$ cat config.mk
export PLATFORM = sky130hd
export DESIGN_NAME = pmr_mode_decode
export DESIGN_NICKNAME = d
export VERILOG_FILES = /design/src/core/pmr_mode_decode.v
export VERILOG_INCLUDE_DIRS = /design/src /design/src/core
export SDC_FILE = /design/constraint.sdc
export NUM_CORES = 1
export LEC_CHECK = 0
export BUFFER_PORTS_ARGS = -buffer_cell sky130_fd_sc_hd__buf_2
export CAP_MARGIN = 5
export CORE_MARGIN = 2
export CORE_UTILIZATION = 55
export DETAILED_ROUTE_END_ITERATION = 10
export GPL_ROUTABILITY_DRIVEN = 0
export PLACE_DENSITY_LB_ADDON = 0.3
export SLEW_MARGIN = 15
export SYNTH_ARGS = -nofsm -noshare
export SYNTH_HDL_FRONTEND = slang
export SYNTH_SLANG_ARGS = --single-unit
$ cat constraint.sdc
create_clock -name clock -period 2.8 [get_ports clock]
set_input_delay 0.56 -clock clock [delete_from_list [all_inputs] [get_ports clock]]
set_output_delay 0.56 -clock clock [all_outputs]
set_load 0.1 [all_outputs]
$ cat src/core/pmr_consts.vh
`ifndef PMR_CONSTS_VH
`define PMR_CONSTS_VH

// Address bit positions of the configuration fields.
`define PMR_RET_PORTION_LO 0
`define PMR_RET_PORTION_HI 1
`define PMR_RET_HALF_BIT 2
`define PMR_RET_MODE_LO 3
`define PMR_RET_MODE_HI 4
`define PMR_BURST_SIZE_LO 5
`define PMR_BURST_SIZE_HI 7
`define PMR_BURST_ORDER_BIT 8
`define PMR_LATENCY_LO 9
`define PMR_LATENCY_HI 11
`define PMR_READY_POL_BIT 13
`define PMR_BUS_MODE_LO 14
`define PMR_BUS_MODE_HI 15
`define PMR_DRIVE_LO 16
`define PMR_DRIVE_HI 17

// Field encodings.
`define PMR_DRIVE_FULL 2'h0
`define PMR_DRIVE_HALF 2'h1
`define PMR_DRIVE_QUARTER 2'h2
`define PMR_MODE_ASYNC 2'h0
`define PMR_MODE_SYNC_RD 2'h1
`define PMR_MODE_SYNC_RW 2'h2
`define PMR_BURST_4 3'h2
`define PMR_BURST_8 3'h3
`define PMR_BURST_16 3'h4
`define PMR_BURST_256 3'h7
`define PMR_LAT_3 3'h0
`define PMR_LAT_6 3'h3
`define PMR_LAT_BASE 3'h3
`define PMR_RET_ENABLE 2'h2
`define PMR_RET_DISABLE 2'h3

// Per-field defaults used after reset and for reserved codes.
`define PMR_DEF_DRIVE 2'h0
`define PMR_DEF_MODE 2'h0
`define PMR_DEF_READY_POL 1'h0
`define PMR_DEF_LATENCY 3'h2
`define PMR_DEF_ORDER 1'h0
`define PMR_DEF_BURST 3'h2
`define PMR_DEF_RET_MODE 2'h3
`define PMR_DEF_RET_HALF 1'h0
`define PMR_DEF_RET_PORTION 2'h0

// Timing figures in nanoseconds and clock period.
`define PMR_CLK_PERIOD_NS 8
`define PMR_SUSPEND_NS 500
`define PMR_RANDOM_READ_NS 70
`define PMR_PAGE_READ_NS 25

`endif

$ cat src/core/pmr_mode_decode.v
`timescale 1ns/1ps
`default_nettype none
`include "pmr_consts.vh"

module pmr_mode_decode #(
    parameter SUSPEND_CYCLES = `PMR_SUSPEND_NS / `PMR_CLK_PERIOD_NS,
    parameter RANDOM_CYCLES = (`PMR_RANDOM_READ_NS + `PMR_CLK_PERIOD_NS - 1) / `PMR_CLK_PERIOD_NS,
    parameter PAGE_CYCLES = (`PMR_PAGE_READ_NS + `PMR_CLK_PERIOD_NS - 1) / `PMR_CLK_PERIOD_NS
) (
    // System.
    input wire clock,
    input wire reset,
    // Memory pins, active low strobes.
    input wire chip_select_n,
    input wire mode_set_pin_n,
    input wire output_enable_n,
    input wire write_enable_n,
    input wire low_byte_enable_n,
    input wire high_byte_enable_n,
    input wire addr_valid_strobe_n,
    input wire link_clk,
    input wire [22:0] address,
    // Data lane enables.
    output reg low_data_oe_r,
    output reg high_data_oe_r,
    // Ready pin.
    output reg ready_out_r,
    output reg ready_oe_r,
    // Decoded configuration.
    output reg [1:0] drive_strength_field_r,
    output reg [1:0] bus_mode_field_r,
    output reg ready_polarity_r,
    output reg [2:0] latency_clocks_r,
    output reg burst_order_field_r,
    output reg [8:0] burst_words_r,
    output reg retention_subset_mode_r,
    output reg retention_half_select_r,
    output reg [1:0] retention_portion_r,
    // Status.
    output reg retention_active_r,
    output reg burst_cmd_r,
    output reg burst_is_write_r,
    output reg page_data_valid_r
);

// ****************************************************************
// Input synchronisers
// ****************************************************************
localparam NSYNC = 31;
reg [NSYNC-1:0] s1_r;
reg [NSYNC-1:0] s2_r;
wire [NSYNC-1:0] raw_in = {address, link_clk, addr_valid_strobe_n, high_byte_enable_n,
    low_byte_enable_n, write_enable_n, output_enable_n, mode_set_pin_n, chip_select_n};

always @(posedge clock)
begin
    s1_r <= raw_in;
    s2_r <= s1_r;
end

wire cs_n = s2_r[0];
wire ms_n = s2_r[1];
wire oe_n = s2_r[2];
wire we_n = s2_r[3];
wire lb_n = s2_r[4];
wire ub_n = s2_r[5];
wire av_n = s2_r[6];
wire lclk = s2_r[7];
wire [22:0] a = s2_r[30:8];

// ****************************************************************
// Configuration register load and decode
// ****************************************************************
wire load_req = ~cs_n & ~av_n & ~we_n & ~lb_n & ~ub_n & ~ms_n & oe_n;
reg load_prev_r;
wire load_now = load_req & ~load_prev_r;
wire async_mode = (bus_mode_field_r == `PMR_MODE_ASYNC);

wire [1:0] f_drive = a[`PMR_DRIVE_HI:`PMR_DRIVE_LO];
wire [1:0] f_mode = a[`PMR_BUS_MODE_HI:`PMR_BUS_MODE_LO];
wire [2:0] f_lat = a[`PMR_LATENCY_HI:`PMR_LATENCY_LO];
wire [2:0] f_burst = a[`PMR_BURST_SIZE_HI:`PMR_BURST_SIZE_LO];
wire [1:0] f_ret = a[`PMR_RET_MODE_HI:`PMR_RET_MODE_LO];

reg [8:0] burst_dec;
always @*
begin
    case (f_burst)
        `PMR_BURST_4: burst_dec = 9'h004;
        `PMR_BURST_8: burst_dec = 9'h008;
        `PMR_BURST_16: burst_dec = 9'h010;
        `PMR_BURST_256: burst_dec = 9'h100;
        default: burst_dec = 9'h004;
    endcase
end

// Reserved drive, mode and latency codes decode to the field defaults, so a
// stray host write can never leave a field in an undefined state.
reg [1:0] drive_dec;
reg [1:0] mode_dec;
reg [2:0] lat_dec;
always @*
begin
    case (f_drive)
        `PMR_DRIVE_FULL: drive_dec = `PMR_DRIVE_FULL;
        `PMR_DRIVE_HALF: drive_dec = `PMR_DRIVE_HALF;
        `PMR_DRIVE_QUARTER: drive_dec = `PMR_DRIVE_QUARTER;
        default: drive_dec = `PMR_DEF_DRIVE;
    endcase
    case (f_mode)
        `PMR_MODE_ASYNC: mode_dec = `PMR_MODE_ASYNC;
        `PMR_MODE_SYNC_RD: mode_dec = `PMR_MODE_SYNC_RD;
        `PMR_MODE_SYNC_RW: mode_dec = `PMR_MODE_SYNC_RW;
        default: mode_dec = `PMR_DEF_MODE;
    endcase
    if (f_lat > `PMR_LAT_6)
        lat_dec = `PMR_DEF_LATENCY + `PMR_LAT_BASE;
    else
        lat_dec = f_lat + `PMR_LAT_BASE;
end

always @(posedge clock)
begin
    if (reset)
    begin
        load_prev_r <= 1'b0;
        drive_strength_field_r <= `PMR_DEF_DRIVE;
        bus_mode_field_r <= `PMR_DEF_MODE;
        ready_polarity_r <= `PMR_DEF_READY_POL;
        latency_clocks_r <= `PMR_DEF_LATENCY + `PMR_LAT_BASE;
        burst_order_field_r <= `PMR_DEF_ORDER;
        burst_words_r <= 9'h004;
        retention_subset_mode_r <= 1'b0;
        retention_half_select_r <= `PMR_DEF_RET_HALF;
        retention_portion_r <= `PMR_DEF_RET_PORTION;
    end
    else
    begin
        load_prev_r <= load_req;
        if (load_now)
        begin
            drive_strength_field_r <= drive_dec;
            bus_mode_field_r <= mode_dec;
            ready_polarity_r <= a[`PMR_READY_POL_BIT];
            latency_clocks_r <= lat_dec;
            burst_order_field_r <= a[`PMR_BURST_ORDER_BIT];
            burst_words_r <= burst_dec;
            retention_subset_mode_r <= (f_ret == `PMR_RET_ENABLE);
            retention_half_select_r <= a[`PMR_RET_HALF_BIT];
            retention_portion_r <= a[`PMR_RET_PORTION_HI:`PMR_RET_PORTION_LO];
        end
    end
end

// ****************************************************************
// Retention entry from standby
// ****************************************************************
// The count restarts whenever the pin rises, so a short mode-set pulse around
// a configuration write never drops the device into retention.
reg [15:0] suspend_cnt_r;
always @(posedge clock)
begin
    if (reset)
    begin
        suspend_cnt_r <= 16'h0000;
        retention_active_r <= 1'b0;
    end
    else if (ms_n)
    begin
        suspend_cnt_r <= 16'h0000;
        retention_active_r <= 1'b0;
    end
    else if (cs_n)
    begin
        // Mode-set low while deselected counts toward retention entry.
        if (suspend_cnt_r < SUSPEND_CYCLES[15:0])
            suspend_cnt_r <= suspend_cnt_r + 16'h0001;
        else if (retention_subset_mode_r)
            retention_active_r <= 1'b1;
    end
end

// ****************************************************************
// Burst command capture on link clock edges
// ****************************************************************
reg lclk_prev_r;
reg av_taken_r;
wire lclk_rise = lclk & ~lclk_prev_r;
always @(posedge clock)
begin
    if (reset)
    begin
        lclk_prev_r <= 1'b0;
        av_taken_r <= 1'b0;
        burst_cmd_r <= 1'b0;
        burst_is_write_r <= 1'b0;
    end
    else
    begin
        lclk_prev_r <= lclk;
        burst_cmd_r <= 1'b0;
        if (async_mode | cs_n | av_n | ~ms_n)
            av_taken_r <= 1'b0;
        else if (lclk_rise & ~av_taken_r)
        begin
            av_taken_r <= 1'b1;
            burst_cmd_r <= 1'b1;
            burst_is_write_r <= ~we_n & (bus_mode_field_r == `PMR_MODE_SYNC_RW);
        end
    end
end

// ****************************************************************
// Ready pin and data lane drive
// ****************************************************************
wire reading = ~cs_n & ms_n & ~oe_n & we_n;
always @(posedge clock)
begin
    if (reset)
    begin
        ready_oe_r <= 1'b0;
        ready_out_r <= 1'b0;
        low_data_oe_r <= 1'b0;
        high_data_oe_r <= 1'b0;
    end
    else
    begin
        ready_oe_r <= ~async_mode & ~cs_n;
        ready_out_r <= ~ready_polarity_r;
        low_data_oe_r <= reading & ~lb_n;
        high_data_oe_r <= reading & ~ub_n;
    end
end

// ****************************************************************
// Asynchronous page read timing
// ****************************************************************
reg [20:0] page_addr_r;
reg [1:0] word_addr_r;
reg page_open_r;
reg [7:0] read_cnt_r;
always @(posedge clock)
begin
    if (reset)
    begin
        page_addr_r <= 21'h000000;
        word_addr_r <= 2'h0;
        page_open_r <= 1'b0;
        read_cnt_r <= 8'h00;
        page_data_valid_r <= 1'b0;
    end
    else if (~reading | ~async_mode)
    begin
        page_open_r <= 1'b0;
        read_cnt_r <= 8'h00;
        page_data_valid_r <= 1'b0;
    end
    else if (~page_open_r | (a[22:2] != page_addr_r))
    begin
        page_open_r <= 1'b1;
        page_addr_r <= a[22:2];
        word_addr_r <= a[1:0];
        read_cnt_r <= RANDOM_CYCLES[7:0] - 8'h01;
        page_data_valid_r <= 1'b0;
    end
    else if (a[1:0] != word_addr_r)
    begin
        word_addr_r <= a[1:0];
        read_cnt_r <= PAGE_CYCLES[7:0] - 8'h01;
        page_data_valid_r <= 1'b0;
    end
    else if (read_cnt_r != 8'h00)
        read_cnt_r <= read_cnt_r - 8'h01;
    else
        page_data_valid_r <= 1'b1;
end

endmodule
`default_nettype wire

== Yosys cells after proc, flatten, opt, wreduce, memory -nomap -nowiden ==
Index checks and enable logic that the tools add are counted.
Storage, ports and cells
  register bits after elaboration: 143
  output and inout port bits: 30
Cells by class
  multiplexer cells: 10
  equal/unequal tests: 11
  reductions and logical operators: 15
  bitwise operators: 38
  add/subtract/negate cells: 3
  $lt $le $gt $ge: 2
Operators with widths (count)
  9-bit case mux with 3 select lines: 1
  21-bit inequality test: 1
  1-bit NOT: 17
  16-bit by 1-bit adder with 16-bit output, second input constant: 1
  1-bit AND: 16
  16-bit by 6-bit < comparator with 1-bit output, second input constant: 1
  4-bit two-way mux: 3
  2-bit == test, second input constant: 4
  2-bit case mux with 2 select lines: 2
  2-bit AND reduction: 4
  8-bit nonzero test: 1
  8-bit by 1-bit subtractor with 8-bit output, second input constant: 1
  3-bit == test, second input constant: 2
  2-bit OR reduction: 3
  1-bit bitwise OR: 5
  2-bit by 1-bit == test with 1-bit output, second input constant: 2
  2-bit two-way mux: 2
  2-bit nonzero test: 2
  4-bit OR reduction: 1
  3-bit by 2-bit adder with 3-bit output, second input constant: 1
  3-bit by 2-bit == test with 1-bit output, second input constant: 1
  3-bit by 2-bit > comparator with 1-bit output, second input constant: 1
  3-bit two-way mux: 1
  3-bit AND reduction: 1
  5 further kinds: 5

== Depth between registers and ports, before layout ==
  word-level depth: 8
  depth in mapped cells: 8

== Worst setup path after synthesis ==
No wires, ideal clock.
  path type: flip-flop to flip-flop
  start: reg bus_mode_field_r[1]
  end: reg burst_is_write_r
  period minus slack after synthesis: 2.813 ns
  data required time: 2.730 ns
  cell stages (with the launch flop): 6
  library setup time: 0.070 ns
  setup slack: -0.013 ns
  data arrival time: 2.743 ns
  cell sequence: dfxtp_1 nor2_2 or4b_4 or4b_4 or4b_1 a21oi_1
Between the ends
  longest elaborated chain between the ends: 6
RTL lines
  start: declaration: RTL line pmr_mode_decode.v:31  | output reg [1:0] bus_mode_field_r,
  start signal: assignment: RTL line pmr_mode_decode.v:128  | bus_mode_field_r <= `PMR_DEF_MODE;
  start signal: assignment: RTL line pmr_mode_decode.v:143  | bus_mode_field_r <= mode_dec;
  2-bit logical NOT (no line)
  1-bit bitwise OR (3 in a row): RTL line pmr_mode_decode.v:202  | if (async_mode | cs_n | av_n | ~ms_n)
  1-bit NOT (no line)
  2-bit AND reduction (no line)
  end signal: assignment: RTL line pmr_mode_decode.v:208  | burst_is_write_r <= ~we_n & (bus_mode_field_r == `PMR_MODE_SYNC_RW);
  end: declaration: RTL line pmr_mode_decode.v:42  | output reg burst_is_write_r,
Several ways; a longest one is shown, not always the timed one.
A chain may end at the register's enable or synchronous reset.

== Worst setup path in the final report ==
  start: reg bus_mode_field_r[0]
  end: reg burst_is_write_r
Same word-level chain as after synthesis.

==> impl_metrics.yaml <==
status:
  status: "finished clean"
place:
  portBuffers: 57
  dp_hpwl_um: 5430
  post-place-ws_ns: 0.651
  dpl_cell_area_um2: 4720
logic_synthesis:
  yosysWarnings: 0
  synth_mux_area_share_pct: 0.230
  synth_cell_types: 39
  synthesis.area_um2: 4350
  synthXorXnorAreaFrac_pct: 6.85
  yosys.area_share.adder_pct: 1.44
  synth-compound-area-share_pct: 8.89
  syn_avg_cell_area_um2: 11.1
  synth_cells: 393
  ys_seq_elements: 138
  synthSimpleGateAreaFrac_pct: 15.7
  synth_top_family_by_area: "simple AND/OR/NAND/NOR gates"
  ys_seq_area_share_pct: 63.5
clock_network:
  worstSkewPairLatency_ns: 0.52
  cts_setup_buffers: 0
  cts_max_level: 4
  clkTransAtPathRegs_ns: 0.06
  hold_buffers: 0
  cts_buffers: 17
  cts_resized: 0
  cts_tree: "done"
  clockBufferDepth: 2
  cts_sinks: 138
  cts-root-buf: "clkbuf_8"
detailed_routing:
  routedWlPerCell_um: 14.5
  drc_errors: 0
  viasPerCell: 5.23
  wl_um: 8320
  dr_total_vias: 2997
  dr.pass1.iters: 5
  drt_iter0_drc: 149
  antenna_left: 0
layout:
  area_growth_pct: 21.3
  drive_above_1_share_pct: 21.9
  fin_util_pct: 68.7
  nNetsFinal: 496
  antenna_cells: 0
  design_area_um2: 5280
pwr:
  peakVddDrop_mv: 0.721
  power_density_nw_per_um2: 804
  power_leakage_nw: 2.17
floorplan:
  dieWidth_um: 92.9
  num_io_pins: 63
  core_um2: 7690
  rows: 32
  initial_core_util_pct: 56.6
  die_area_um2: 8640
  die_h_um: 92.9
sta:
  skew_ns: 0.00857
  fin_ws_ns: 0.614
  drv_slew: 0
  worst_pin_slew_ns: 0.667
  tns_ns: 0
  maxSlewHeadroom_pct: 55.3
  min_period_ns: 2.19
  setup_viol: 0
  fin_crit_sh_pct: 78.1
  rsz0062_at_grt: "no"
  hold_viol_final: 0
  fmax_ghz: 0.458
job:
  maxCapViolations: 0
worst_hold_path:
  hp-class: "in -> reg"
worst_setup_path:
  crit_type: "reg -> reg"
  cp_max_fo: 7
  worstSetupStartpointType: "flip-flop"
  end_kind: "flip-flop"
  cp.required_ns: 3.25
  critical_path_arrival_ns: 2.63
grt:
  grt_overflow_total: 0
  grt.total_usage_pct: 20.8
  grt_pass1_wl_um: 13600
  antenna_found_initial: 0
  grt_pass1_vias: 2898
  grt_max_degree: 26
## synthesized netlist by cell type
master | number | share of area, %
a211oi_1 | 1 | 0.17
a21oi_1 | 20 | 2.3
a31o_2 | 1 | 0.20
a31oi_1 | 3 | 0.43
a32o_1 | 21 | 4.8
and2_1 | 10 | 1.4
and3_1 | 4 | 0.58
and4bb_4 | 1 | 0.37
buf_4 | 5 | 0.86
buf_6 | 1 | 0.26
clkbuf_1 | 14 | 1.2
conb_1 | 1 | 0.086
dfxtp_1 | 138 | 64
ha_1 | 5 | 1.4
inv_1 | 10 | 0.86
inv_2 | 1 | 0.086
mux2i_1 | 1 | 0.23
nand2_1 | 40 | 3.5
nand3_1 | 11 | 1.3
nand3b_1 | 6 | 1.0
nand4_1 | 8 | 1.2
nor2_1 | 24 | 2.1
nor2_2 | 1 | 0.14
nor2b_1 | 1 | 0.14
nor3_1 | 9 | 1.0
nor4_1 | 5 | 0.72
nor4b_1 | 1 | 0.20
nor4b_2 | 1 | 0.35
o2111a_1 | 1 | 0.26
o21a_1 | 1 | 0.17
o21ai_0 | 3 | 0.35
o31ai_1 | 1 | 0.17
or2_2 | 1 | 0.14
or3_1 | 4 | 0.58
or4_1 | 1 | 0.17
or4b_1 | 1 | 0.23
or4b_4 | 2 | 0.63
xnor2_1 | 28 | 5.6
xor2_1 | 6 | 1.2
## state kept, by name (all words and copies together) (netlist names), 2 cells and up
| name | flops |
|---|---|
| burst_words_r | 4 |
| bus_mode_field_r | 2 |
| drive_strength_field_r | 2 |
| latency_clocks_r | 3 |
| page_addr_r | 21 |
| read_cnt_r | 8 |
| retention_portion_r | 2 |
| s1_r | 31 |
| s2_r | 31 |
| suspend_cnt_r | 16 |
| word_addr_r | 2 |
## metrics by stage
stage | power, W | hold WS [ns] | cells
2_1_floorplan | 0.00221 | 0.310 | 397
3_3_place_gp | 0.00224 | 0.310 | 541
3_5_place_dp | 0.00225 | 0.312 | 541
4_1_cts | 0.00428 | 0.128 | 573
5_1_grt | 0.00438 | 0.120 | 573
6_report | 0.00425 | 0.138 | 573
## worst paths after layout
kind	start	slack, ns	cells after the start	end
setup / recovery	bus_mode_field_r[0]$_SDFFE_PP0P_	0.61	5	burst_is_write_r$_SDFFE_PP0P_
hold / removal	address[11]	0.14	1	s1_r[19]$_DFF_P_
setup reg to reg	bus_mode_field_r[0]$_SDFFE_PP0P_	0.61	5	burst_is_write_r$_SDFFE_PP0P_
hold reg to reg	s1_r[0]$_DFF_P_	0.33	0	s2_r[0]$_DFF_P_
## power breakdown
part / switching, W / total (W) / leakage, nW / internal, W
Combinational: 0.0000942 / 0.000148 / 0.759 / 0.0000542
Sequential: 0.0000397 / 0.00206 / 1.14 / 0.00202
Clock: 0.000836 / 0.00203 / 0.274 / 0.00120
Total: 0.000970 / 0.00425 / 2.17 / 0.00327
## kinds of logic after synthesis
| group | Yosys count |
|---|---|
| adder cells (fa/ha/maj) | 5 |
| other | 1 |
| flip-flops | 138 |
| multiplexers | 1 |
| AND/OR/NAND/NOR | 131 |
| XOR/XNOR | 34 |
| AO/OA/AOI/OAI | 52 |
| buffers and inverters | 31 |
## cell usage in the layout (no fill, tap or decap), types with 8 or more instances in the layout
cell type and count:
clkbuf_16 16, dfxtp_1 137, nand4_1 8, nand2_1 40
inv_1 10, a21oi_1 20, nor2_1 24, nand3_1 11
xnor2_1 28, a32o_1 21, and2_1 10, nor3_1 8
buf_2 57
## per-layer routing
layer	wire length, µm	part of all wire, %	track usage, %
met3	495	5.9	6.02
met4	159	1.9	10.4
met1	3640	44	24.7
met5	0	0	0
met2	4030	48	34.2
## layout make-up
| type | instances | area, µm² |
|---|---|---|
| inverters | 11 | 41.3 |
| clock inverters | 10 | 85.1 |
| fillers | 595 | 2410 |
| well taps | 102 | 128 |
| clock buffers | 22 | 473 |
| flip-flops and latches | 138 | 2760 |
| multi-input cells | 228 | 1460 |
| repair buffers | 62 | 323 |
## worst max-delay path, cell delays in order (launching register included)
cell and delay, ns:
dfxtp_1 0.38, nor2_2 0.10, or4b_4 0.50, or4b_4 0.50, or4b_1 0.47, a21oi_1 0.16
Power figures use the tool's default switching activity.
